$ cat config.mk
export PLATFORM = sky130hd
export DESIGN_NAME = supply_status_flag_bank
export DESIGN_NICKNAME = d
export VERILOG_FILES = /design/src/supply_status_pkg.sv /design/src/status_flag_if.sv /design/src/flag_sampler.sv /design/src/sticky_latch_bank.sv /design/src/supply_status_flag_bank.sv
export SDC_FILE = /design/constraint.sdc
export NUM_CORES = 1
export LEC_CHECK = 0
export ABC_CLOCK_PERIOD_IN_PS = 1540
export BUFFER_PORTS_ARGS = -buffer_cell sky130_fd_sc_hd__buf_2
export CAP_MARGIN = 5
export CORE_MARGIN = 5
export CORE_UTILIZATION = 33
export DETAILED_ROUTE_END_ITERATION = 8
export PLACE_DENSITY = 0.52
export REMOVE_ABC_BUFFERS = 1
export SETUP_SLACK_MARGIN = 0.5
export SYNTH_ARGS = -nofsm -noshare
export SYNTH_HDL_FRONTEND = slang
export SYNTH_SLANG_ARGS = --single-unit
export TNS_END_PERCENT = 10
$ cat constraint.sdc
create_clock -name ref_clk -period 1.54 [get_ports ref_clk]
set_input_delay 0.077 -clock ref_clk [delete_from_list [all_inputs] [get_ports ref_clk]]
set_output_delay 0.077 -clock ref_clk [all_outputs]
set_load 0.02 [all_outputs]
$ cat src/supply_status_pkg.sv
// register map, field positions and reset values of the supply status flag bank
package supply_status_pkg;
   // ------------------------------------------------------------
   // register offsets
   // ------------------------------------------------------------
   localparam logic [7:0] ADDR_HEALTH        = 8'h01;
   localparam logic [7:0] ADDR_FAULT_PIN     = 8'h02;
   localparam logic [7:0] ADDR_MON_LATCH     = 8'h2A;
   localparam logic [7:0] ADDR_HEALTH_LATCH  = 8'h2B;
   localparam logic [7:0] ADDR_FAULT_LATCH   = 8'h2C;
   localparam logic [7:0] READ_UNMAPPED      = 8'h00;
   // ------------------------------------------------------------
   // power_health_status fields
   // ------------------------------------------------------------
   localparam int H_OV_FLAG  = 0;
   localparam int H_EXT_REF  = 1;
   localparam int H_INT_REF  = 2;
   localparam int H_GROUND   = 3;
   localparam int H_SUPPLY   = 4;
   localparam int H_REVERSE  = 5;
   localparam int H_ORING    = 6;
   localparam int H_SHARE    = 7;
   // ------------------------------------------------------------
   // fault_and_pin_status fields
   // ------------------------------------------------------------
   localparam int F_FAULT    = 0;
   localparam int F_PULSE    = 1;
   localparam int F_OCP      = 2;
   localparam int F_DC_GOOD  = 3;
   localparam int F_PON_LINK = 4;
   localparam int F_ENABLE   = 5;
   localparam int F_PON      = 6;
   localparam int F_LINE     = 7;
   // ------------------------------------------------------------
   // monitor_fault_latches fields (bits 0..4 hold inputs 5..1)
   // ------------------------------------------------------------
   localparam int M_MON_BASE = 0;
   localparam int M_OCP_TO   = 5;
   localparam int M_UV       = 6;
   localparam int M_OV       = 7;
   // ------------------------------------------------------------
   // reset values: every flag in its healthy state
   // ------------------------------------------------------------
   localparam logic [7:0] RESET_HEALTH    = 8'hFE;
   localparam logic [7:0] RESET_FAULT_PIN = 8'hFA;
   localparam logic [7:0] RESET_MONITOR   = 8'h00;
   // a set bit marks a flag whose fault state is high
   localparam logic [7:0] HIGH_HEALTH     = 8'h01;
   localparam logic [7:0] HIGH_FAULT_PIN  = 8'h05;
   localparam logic [7:0] HIGH_MONITOR    = 8'hFF;
endpackage

$ cat src/status_flag_if.sv
// bundle of raw detector levels and registered live flag bytes
`timescale 1ns/1ps
interface status_flag_if;
   logic       supply_ov;
   logic       ext_ref_overload;
   logic       int_ref_lost;
   logic       ground_open;
   logic       supply_uvlo;
   logic       reverse_excess;
   logic       enable_good;
   logic       load_good;
   logic       share_out;
   logic       ov_fault;
   logic       uv_fault;
   logic       ocp_event;
   logic       pulse_seen;
   logic       oc_sensed;
   logic       ocp_running;
   logic       ocp_timeout;
   logic [4:0] pins;
   logic [4:0] mon;
   logic [7:0] health;
   logic [7:0] fault_pin;
   logic [7:0] monitor;
   modport sampler (input  supply_ov, ext_ref_overload, int_ref_lost, ground_open, supply_uvlo,
                    input  reverse_excess, enable_good, load_good, share_out, ov_fault,
                    input  uv_fault, ocp_event, pulse_seen, oc_sensed, ocp_running,
                    input  ocp_timeout, pins, mon,
                    output health, fault_pin, monitor);
   modport bank    (input health, fault_pin, monitor);
endinterface

$ cat src/flag_sampler.sv
// registers the live status bytes from raw detector levels
`timescale 1ns/1ps
module flag_sampler (
   input wire logic     ref_clk,
   input wire logic     rstn,
   input wire logic     ce,
   status_flag_if.sampler f
);
   logic supply_good;
   logic pulse_good;
   logic oring_good;
   logic fault_seen;

   assign pulse_good  = f.pulse_seen;
   // any reference, ground or overvoltage problem also drops supply health
   assign supply_good = ~(f.supply_uvlo | f.ext_ref_overload | f.int_ref_lost
                          | f.ground_open | f.supply_ov);
   assign oring_good  = pulse_good & f.enable_good & f.load_good & ~f.reverse_excess;

   always_ff @(posedge ref_clk or negedge rstn) begin
      if (!rstn) begin
         f.health <= supply_status_pkg::RESET_HEALTH;
      end else if (ce) begin
         f.health <= {~f.share_out, oring_good, ~f.reverse_excess, supply_good,
                      ~f.ground_open, ~f.int_ref_lost, ~f.ext_ref_overload, f.supply_ov};
      end
   end

   // fault latch stays set until reset; nothing in the block clears it
   assign fault_seen = f.fault_pin[supply_status_pkg::F_FAULT]
                       | f.ov_fault | f.uv_fault | f.ocp_event;

   always_ff @(posedge ref_clk or negedge rstn) begin
      if (!rstn) begin
         f.fault_pin <= supply_status_pkg::RESET_FAULT_PIN;
         f.monitor   <= supply_status_pkg::RESET_MONITOR;
      end else if (ce) begin
         f.fault_pin <= {f.pins, f.oc_sensed & f.ocp_running, pulse_good, fault_seen};
         f.monitor   <= {f.ov_fault, f.uv_fault, f.ocp_timeout, f.mon};
      end
   end
endmodule

$ cat src/sticky_latch_bank.sv
// eight sticky bits that each keep the fault state of one live flag
`timescale 1ns/1ps
module sticky_latch_bank #(
   parameter logic [7:0] FAULT_HIGH  = 8'h00,
   parameter logic [7:0] RESET_VALUE = 8'h00
) (
   input  wire logic       ref_clk,
   input  wire logic       rstn,
   input  wire logic       ce,
   input  wire logic [7:0] live,
   output logic      [7:0] latched
);
   genvar i;
   generate
      for (i = 0; i < 8; i++) begin : g_bit
         // one flop per bit keeps each process the only writer of its variable
         logic held;
         always_ff @(posedge ref_clk or negedge rstn) begin
            if (!rstn) begin
               held <= RESET_VALUE[i];
            end else if (ce) begin
               // high-fault flags stick high, good flags stick low
               held <= FAULT_HIGH[i] ? (held | live[i]) : (held & live[i]);
            end
         end
         assign latched[i] = held;
      end
   endgenerate
endmodule

$ cat src/supply_status_flag_bank.sv
// top of the supply status flag bank: live flags, latches and register reads
`timescale 1ns/1ps

// How it works
// - supply overvoltage sets health bit 0
// - external reference overload clears bit 1
// - internal reference loss clears bit 2
// - open ground clears bit 3
// - uvlo, reference, ground or overvoltage clear bit 4
// - excess oring reverse voltage clears bit 5
// - oring good needs pulse, enable, load, reverse
// - share accuracy out of limits clears bit 7
// - fault latch set by ov, uv, ocp
// - line pulses set pulse present bit
// - overcurrent with running timer sets pending bit
// - bits 3 to 7 mirror five pins
// - monitor latch register holds mon, timeout, uv, ov
// - two latch registers keep each live register bit stuck in its fault state until reset
module supply_status_flag_bank (
   input  wire logic       ref_clk,
   input  wire logic       rstn,
   input  wire logic       ce,
   input  wire logic       supply_overvoltage_flag,
   input  wire logic       ext_ref_overload,
   input  wire logic       int_ref_lost,
   input  wire logic       ground_open,
   input  wire logic       supply_uvlo,
   input  wire logic       reverse_voltage_excess,
   input  wire logic       enable_good,
   input  wire logic       load_voltage_good,
   input  wire logic       share_out_of_limit,
   input  wire logic       ov_fault,
   input  wire logic       uv_fault,
   input  wire logic       ocp_event,
   input  wire logic       line_pulse_detect,
   input  wire logic       overcurrent_sensed,
   input  wire logic       ocp_timer_running,
   input  wire logic       ocp_timeout,
   input  wire logic       dc_good_pin_state,
   input  wire logic       power_on_link_pin,
   input  wire logic       enable_pin,
   input  wire logic       power_on_pin,
   input  wire logic       line_sense_pin,
   input  wire logic [4:0] monitor_input,
   input  wire logic [7:0] reg_addr,
   input  wire logic       reg_rd,
   input  wire logic       reg_wr,
   output logic      [7:0] reg_rdata,
   output logic            reg_rd_valid,
   output logic            reg_wr_done,
   output logic            reg_addr_error
);
   // ------------------------------------------------------------
   // decode
   // ------------------------------------------------------------
   function automatic logic addr_mapped(input logic [7:0] a);
      return a == supply_status_pkg::ADDR_HEALTH
          || a == supply_status_pkg::ADDR_FAULT_PIN
          || a == supply_status_pkg::ADDR_MON_LATCH
          || a == supply_status_pkg::ADDR_HEALTH_LATCH
          || a == supply_status_pkg::ADDR_FAULT_LATCH;
   endfunction

   status_flag_if flags ();

   logic [7:0] health_latch;
   logic [7:0] fault_latch;
   logic [7:0] monitor_latch;
   logic [7:0] next_rdata;

   // ------------------------------------------------------------
   // raw levels into the sampler
   // ------------------------------------------------------------
   assign flags.supply_ov        = supply_overvoltage_flag;
   assign flags.ext_ref_overload = ext_ref_overload;
   assign flags.int_ref_lost     = int_ref_lost;
   assign flags.ground_open      = ground_open;
   assign flags.supply_uvlo      = supply_uvlo;
   assign flags.reverse_excess   = reverse_voltage_excess;
   assign flags.enable_good      = enable_good;
   assign flags.load_good        = load_voltage_good;
   assign flags.share_out        = share_out_of_limit;
   assign flags.ov_fault         = ov_fault;
   assign flags.uv_fault         = uv_fault;
   assign flags.ocp_event        = ocp_event;
   assign flags.pulse_seen       = line_pulse_detect;
   assign flags.oc_sensed        = overcurrent_sensed;
   assign flags.ocp_running      = ocp_timer_running;
   assign flags.ocp_timeout      = ocp_timeout;
   // pin order fixes bits 3 (dc good) up to 7 (line sense)
   assign flags.pins = {line_sense_pin, power_on_pin, enable_pin,
                        power_on_link_pin, dc_good_pin_state};
   // inputs 5..1 land on bits 0..4, so the vector is reversed
   assign flags.mon  = {monitor_input[0], monitor_input[1], monitor_input[2],
                        monitor_input[3], monitor_input[4]};

   flag_sampler u_sampler (
      .ref_clk (ref_clk),
      .rstn    (rstn),
      .ce      (ce),
      .f       (flags.sampler)
   );

   // ------------------------------------------------------------
   // sticky latches
   // ------------------------------------------------------------
   sticky_latch_bank #(
      .FAULT_HIGH  (supply_status_pkg::HIGH_HEALTH),
      .RESET_VALUE (supply_status_pkg::RESET_HEALTH)
   ) u_health_latch (
      .ref_clk (ref_clk),
      .rstn    (rstn),
      .ce      (ce),
      .live    (flags.health),
      .latched (health_latch)
   );

   sticky_latch_bank #(
      .FAULT_HIGH  (supply_status_pkg::HIGH_FAULT_PIN),
      .RESET_VALUE (supply_status_pkg::RESET_FAULT_PIN)
   ) u_fault_latch (
      .ref_clk (ref_clk),
      .rstn    (rstn),
      .ce      (ce),
      .live    (flags.fault_pin),
      .latched (fault_latch)
   );

   sticky_latch_bank #(
      .FAULT_HIGH  (supply_status_pkg::HIGH_MONITOR),
      .RESET_VALUE (supply_status_pkg::RESET_MONITOR)
   ) u_monitor_latch (
      .ref_clk (ref_clk),
      .rstn    (rstn),
      .ce      (ce),
      .live    (flags.monitor),
      .latched (monitor_latch)
   );

   // ------------------------------------------------------------
   // register read port
   // ------------------------------------------------------------
   always_comb begin
      unique case (reg_addr)
         supply_status_pkg::ADDR_HEALTH:       next_rdata = flags.health;
         supply_status_pkg::ADDR_FAULT_PIN:    next_rdata = flags.fault_pin;
         supply_status_pkg::ADDR_MON_LATCH:    next_rdata = monitor_latch;
         supply_status_pkg::ADDR_HEALTH_LATCH: next_rdata = health_latch;
         supply_status_pkg::ADDR_FAULT_LATCH:  next_rdata = fault_latch;
         default:                              next_rdata = supply_status_pkg::READ_UNMAPPED;
      endcase
   end

   // read data holds until the next read so the host may sample late
   always_ff @(posedge ref_clk or negedge rstn) begin
      if (!rstn) begin
         reg_rdata <= supply_status_pkg::READ_UNMAPPED;
      end else if (ce && reg_rd) begin
         reg_rdata <= next_rdata;
      end
   end

   always_ff @(posedge ref_clk or negedge rstn) begin
      if (!rstn) begin
         reg_rd_valid   <= 1'b0;
         reg_wr_done    <= 1'b0;
         reg_addr_error <= 1'b0;
      end else if (ce) begin
         reg_rd_valid   <= reg_rd;
         // a write is acknowledged but touches no state
         reg_wr_done    <= reg_wr;
         reg_addr_error <= (reg_rd | reg_wr) & ~addr_mapped(reg_addr);
      end
   end

   logic       seen_reset;
   logic [7:0] health_before;
   logic [7:0] fault_before;
   logic [7:0] monitor_before;

   always_ff @(posedge ref_clk or negedge rstn) begin
      if (!rstn) begin
         seen_reset <= 1'b0;
      end else begin
         seen_reset <= 1'b1;
      end
   end

   // snapshot of every latch for the latch hold checks
   always_ff @(posedge ref_clk or negedge rstn) begin
      if (!rstn) begin
         health_before  <= supply_status_pkg::RESET_HEALTH;
         fault_before   <= supply_status_pkg::RESET_FAULT_PIN;
         monitor_before <= supply_status_pkg::RESET_MONITOR;
      end else begin
         health_before  <= health_latch;
         fault_before   <= fault_latch;
         monitor_before <= monitor_latch;
      end
   end
endmodule

# Yosys cells after proc, flatten, opt, wreduce, memory -nomap -nowiden
# Cells that the tools add are included.
[word_totals]
ff_bits = 59
in_bits = 39
out_inout_bits = 11
[op_classes]
n_bitwise = 44
n_eq_ne = 5
n_reduce_logical = 5
n_mux = 1
[op_table]
columns = ["cell", "n"]
rows = [
  ["8-bit case mux with 5 select lines", 1],
  ["8-bit by 6-bit equality test with 1-bit output (second input constant)", 3],
  ["1-bit bitwise OR", 19],
  ["1-bit bitwise AND", 18],
  ["8-bit by 1-bit equality test with 1-bit output (second input constant)", 1],
  ["8-bit by 2-bit equality test with 1-bit output (second input constant)", 1],
  ["1-bit NOT", 7],
  ["1-bit logical OR", 4],
  ["1-bit logical AND", 1],
]

# Logic depth before layout (Yosys ltp)
[depth]
depth_word = 7
ltp_mapped = 5
depth_no_buf = 4

# Cells and area by module
# Synthesis repeated with hierarchy kept, for this count alone.
[hier_totals]
hier_cells = 239
area_unflattened_um2 = 2782.7
[modules_own_cells]
columns = ["mod", "seq_area_each_um2", "n_inst", "cells_each", "area_each_um2"]
rows = [
  ["flag_sampler", 616.8, 1, 63, 944.7],
  ["supply_status_flag_bank", 275.3, 1, 90, 797.0],
  ["sticky_latch_bank at u_health_latch", 209.0, 1, 31, 356.6],
  ["sticky_latch_bank at u_fault_latch", 207.7, 1, 30, 352.8],
  ["sticky_latch_bank at u_monitor_latch", 200.2, 1, 25, 331.6],
]

# Worst setup path before layout
# OpenSTA, ideal clock, no wires.
[synth_timing]
path_type = "register to register"
startpoint = "reg u_sampler.f.fault_pin[4]"
endpoint = "reg reg_rdata[4]"
stages_incl_launch_ff = 5
arrival_time_ns = 1.101
path_buffers = 0
period_less_slack_ns = 1.171
setup_slack_ns = 0.369
path_cell_list = "dfstp_2 > nor3b_1 > o21ai_0 > a311o_1 > nand3_1"
[synth_between]
elab_chain_cells = 1
[synth_rtl]
columns = ["element", "line", "text"]
rows = [
  ["from (decl)", "status_flag_if.sv:29", "output health, fault_pin, monitor);"],
  ["from (signal assigned)", "flag_sampler.sv:35", "f.fault_pin <= supply_status_pkg::RESET_FAULT_PIN;"],
  ["from (signal assigned)", "flag_sampler.sv:38", "f.fault_pin <= {f.pins, f.oc_sensed & f.ocp_running, pulse_good, fault_seen};"],
  ["8-bit case mux with 5 select lines", "supply_status_flag_bank.sv:144", "unique case (reg_addr)"],
  ["to (signal assigned)", "supply_status_flag_bank.sv:157", "reg_rdata <= supply_status_pkg::READ_UNMAPPED;"],
  ["to (signal assigned)", "supply_status_flag_bank.sv:159", "reg_rdata <= next_rdata;"],
  ["to (decl)", "supply_status_flag_bank.sv:48", "output logic [7:0] reg_rdata,"],
]
# No other way between the ends.
# A chain may end at the register's enable or synchronous reset.

# Worst setup path in the final report
[layout_timing]
startpoint = "reg u_sampler.f.fault_pin[7]"
endpoint = "reg reg_rdata[7]"
# The elaborated chain is that of the path after synthesis.

==> load_flow_metrics.sql <==
INSERT INTO impl_metrics (metric_group, metric, value, unit) VALUES
('routing', 'routed-via-count', '2046', ''),
('clock_tree', 'numClockSinks', '59', ''),
('sta', 'rsz0062_at_grt', 'true', ''),
('clock_tree', 'clk_path_buf_depth', '2', ''),
('finish', 'finalNetCount', '356', ''),
('yosys', 'ys_types', '36', ''),
('power', 'power.switching', '851.5', 'uW'),
('die', 'full_die_area', '0.009687', 'sq mm'),
('die', 'coreArea', '0.007687', 'sq mm'),
('finish', 'diodes', '0', ''),
('placed_design', 'gpl.final_weighted_congestion', '0.8041', ''),
('clock_tree', 'post_cts.repair.setup_buffers', '0', ''),
('sta', 'final.setup.tns', '0', 'ns'),
('placed_design', 'pre_cts_slack', '0.2047', 'ns'),
('sta', 'fmax', '816.6', 'MHz'),
('setup_path', 'crit_type', 'reg2reg', ''),
('setup_path', 'critPathRequiredTime', '1.81', 'ns'),
('yosys', 'synth_ff_type', 'dfrtp_1', ''),
('sta', 'setup_slack', '0.3154', 'ns'),
('yosys', 'synth_seq_cells', '59', ''),
('global_routing', 'gr-total-overflow', '0', ''),
('sta', 'skew', '0.005796', 'ns'),
('die', 'floorplan.io_pins', '50', ''),
('routing', 'wirelength', '6465', 'um'),
('setup_path', 'crit_path_top_delay_cell', 'dfstp_2', ''),
('finish', 'drive_gt1_share', '36.34', '%'),
('sta', 'hold_viol', '0', ''),
('run_status', 'run_status', 'completed', ''),
('yosys', 'netlist_top_cells_count', 'dfrtp_1, dfstp_2, nand2_1, inv_1, o21ai_0', ''),
('setup_path', 'critPathMaxFanout', '2', ''),
('min_path', 'hold_path_class', 'in2reg', ''),
('yosys', 'synth_async_sr_flop_share', '100.0', '%'),
('global_routing', 'wire_length_of_the_first_global_routing_pass', '10930', 'um'),
('die', 'placementRows', '32', ''),
('die', 'die_x', '98.42', 'um'),
('setup_path', 'cp_peak_stage_delay', '0.52', 'ns'),
('run', 'max-cap-violations', '0', ''),
('power', 'power_report.internal_total', '2776', 'uW'),
('routing', 'length_of_the_first_detailed_routing_pass_in_iterations', '4', ''),
('yosys', 'syn-mean-instance-area', '11.03', 'sq um'),
('routing', 'final_antenna_net_count', '0', ''),
('routing', 'drt_iter0_drc', '83', ''),
('power', 'power.share.combinational', '10.8', '%'),
('finish', 'seqCellArea', '0.001509', 'sq mm'),
('die', 'starting_utilization_of_the_core_area', '33.56', '%'),
('sta', 'timing.final.crit_share', '79.52', '%'),
('setup_path', 'crit_chain', 'nor3b_2, o21ai_1, a311o_1, nand3_1', ''),
('finish', 'fillerInstances', '756', ''),
('global_routing', 'largest_net_degree_at_the_start_of_global_routing', '60', ''),
('clock_tree', 'insertion_delay', '0.34', 'ns'),
('clock_tree', 'htree_levels', '3', ''),
('power', 'power_density', '1041', 'mW/mm^2'),
('yosys', 'yosys_warns', '0', ''),
('routing', 'post-route-drc-count', '0', ''),
('die', 'dieHeight', '98.42', 'um'),
('power', 'power.ir.vdd_worst', '0.4849', 'mV'),
('sta', 'setup-violations-final', '0', ''),
('power', 'netSwitchingFraction', '23.48', '%'),
('placed_design', 'buffer_ports.inserted', '49', ''),
('setup_path', 'r2r_setup_slack', '0.32', 'ns'),
('sta', 'tightest_slew', '0.4330', 'ns'),
('clock_tree', 'clockRootBuffer', 'clkbuf_8', ''),
('global_routing', 'grtUsageTotal', '14.26', '%'),
('yosys', 'synth_area_leaders', 'dfrtp_1, dfstp_2, mux2_2, a21boi_0, a21o_1', ''),
('yosys', 'post_synth_inst_count', '234', ''),
('finish', 'area_growth_syn_to_layout', '35.06', '%'),
('global_routing', 'antenna_found_initial', '0', ''),
('setup_path', 'setup.worst_path.end_class', 'register', ''),
('yosys', 'synth_edf_count', '0', ''),
('setup_path', 'cp_data_arrival_time', '1.49', 'ns'),
('power', 'clockPowerShare', '42.9', '%');
-- final timing paths --
path / from / cells after the start / to
min: supply_uvlo / 4 / u_sampler.f.health[4]
max: u_sampler.f.fault_pin[7] / 4 / reg_rdata[7]
max in group asynchronous: rstn / 3 / u_sampler.f.fault_pin[1]
max reg2reg: u_sampler.f.fault_pin[7] / 4 / reg_rdata[7]
min in group asynchronous: rstn / 3 / u_sampler.f.monitor[7]
min reg2reg: u_monitor_latch.g_bit[6].held / 1 / u_monitor_latch.g_bit[6].held
-- critical path: cells and delay by family (launching register included) --
family / cells / cell delay [ns]
compound gates: 2 / 0.40
flops: 1 / 0.52
simple gates: 2 / 0.23
-- repair_timing --
action                                  4_1_cts  5_1_grt
hold buffers                                 25        0
hold endpoints to repair                     56        0
endpoints found under the setup margin        2        7
gates resized for setup                       4        0
pin swaps                                     2        1
-- cell families (layout without fill, tap and decap cells) --
family	after synthesis	after routing	share of synthesized area, %
mux	10	10	4.365
simple gates	54	54	10.67
flops	59	59	58.49
compound gates	79	79	21.29
buf+inv	32	120	5.189
-- registers in the layout (all words and copies together) (netlist names), 8 cells and up --
| register | cells |
|---|---|
| u_sampler.f.health | 8 |
| u_fault_latch.g_bit.held | 8 |
| u_monitor_latch.g_bit.held | 8 |
| u_health_latch.g_bit.held | 8 |
| u_sampler.f.fault_pin | 8 |
| u_sampler.f.monitor | 8 |
| reg_rdata | 8 |
-- placed cells by master, fill, tap and decap left out, types with 4 or more instances in the layout --
cell type,count
nand3_1,6
nor3_1,4
a22oi_1,9
mux2_2,10
nor2b_1,6
inv_1,17
nor2_1,7
nand2_1,18
a21oi_1,10
buf_2,49
dfstp_2,26
o21ai_0,12
a21o_1,11
clkbuf_8,10
dlygate4sd3_1,25
a21boi_0,13
o221ai_1,4
dfrtp_1,33
a22o_1,6
buf_4,11
-- routing by layer --
| metal | share of wire, % | routed length [um] | track usage (%) | vias up |
|---|---|---|---|---|
| met1 | 47 | 3045 | 18.77 | 995 |
| li1 | - | - | - | 999 |
| met2 | 46 | 2998 | 21.89 | 42 |
| met4 | 2.0 | 129 | 5.147 | 0 |
| met5 | 0 | 0 | 0 | - |
| met3 | 4.5 | 292 | 4.883 | 10 |
-- per-stage QoR --
stage	util, %	hold WS (ns)	instance area, sq um
2_1_floorplan	-	-0.2186	2510
3_3_place_gp	39.10	0.1080	3005
3_5_place_dp	39.10	0.1099	3005
4_1_cts	45.33	0.02048	3485
5_1_grt	45.33	0.02222	3485
6_report	45.33	0.03641	3485
-- power groups by stage --
stage	clock network (uW)	logic, uW	registers [uW]
4_1_cts	1600	400	1680
5_1_grt	1650	439	1690
6_report	1560	393	1680
3_3_place_gp	0	342	1700
2_1_floorplan	0	133	1710
3_5_place_dp	0	347	1700
-- cell type report --
class	count	share of cell area, %
flip-flops and latches	59	43.30
multi-input cells	143	27.18
repair buffers	87	17.74
clock buffers	11	4.057
well taps	102	3.662
clock inverters	5	2.226
inverters	17	1.831
Note: power is estimated with default switching activity, not from simulation.
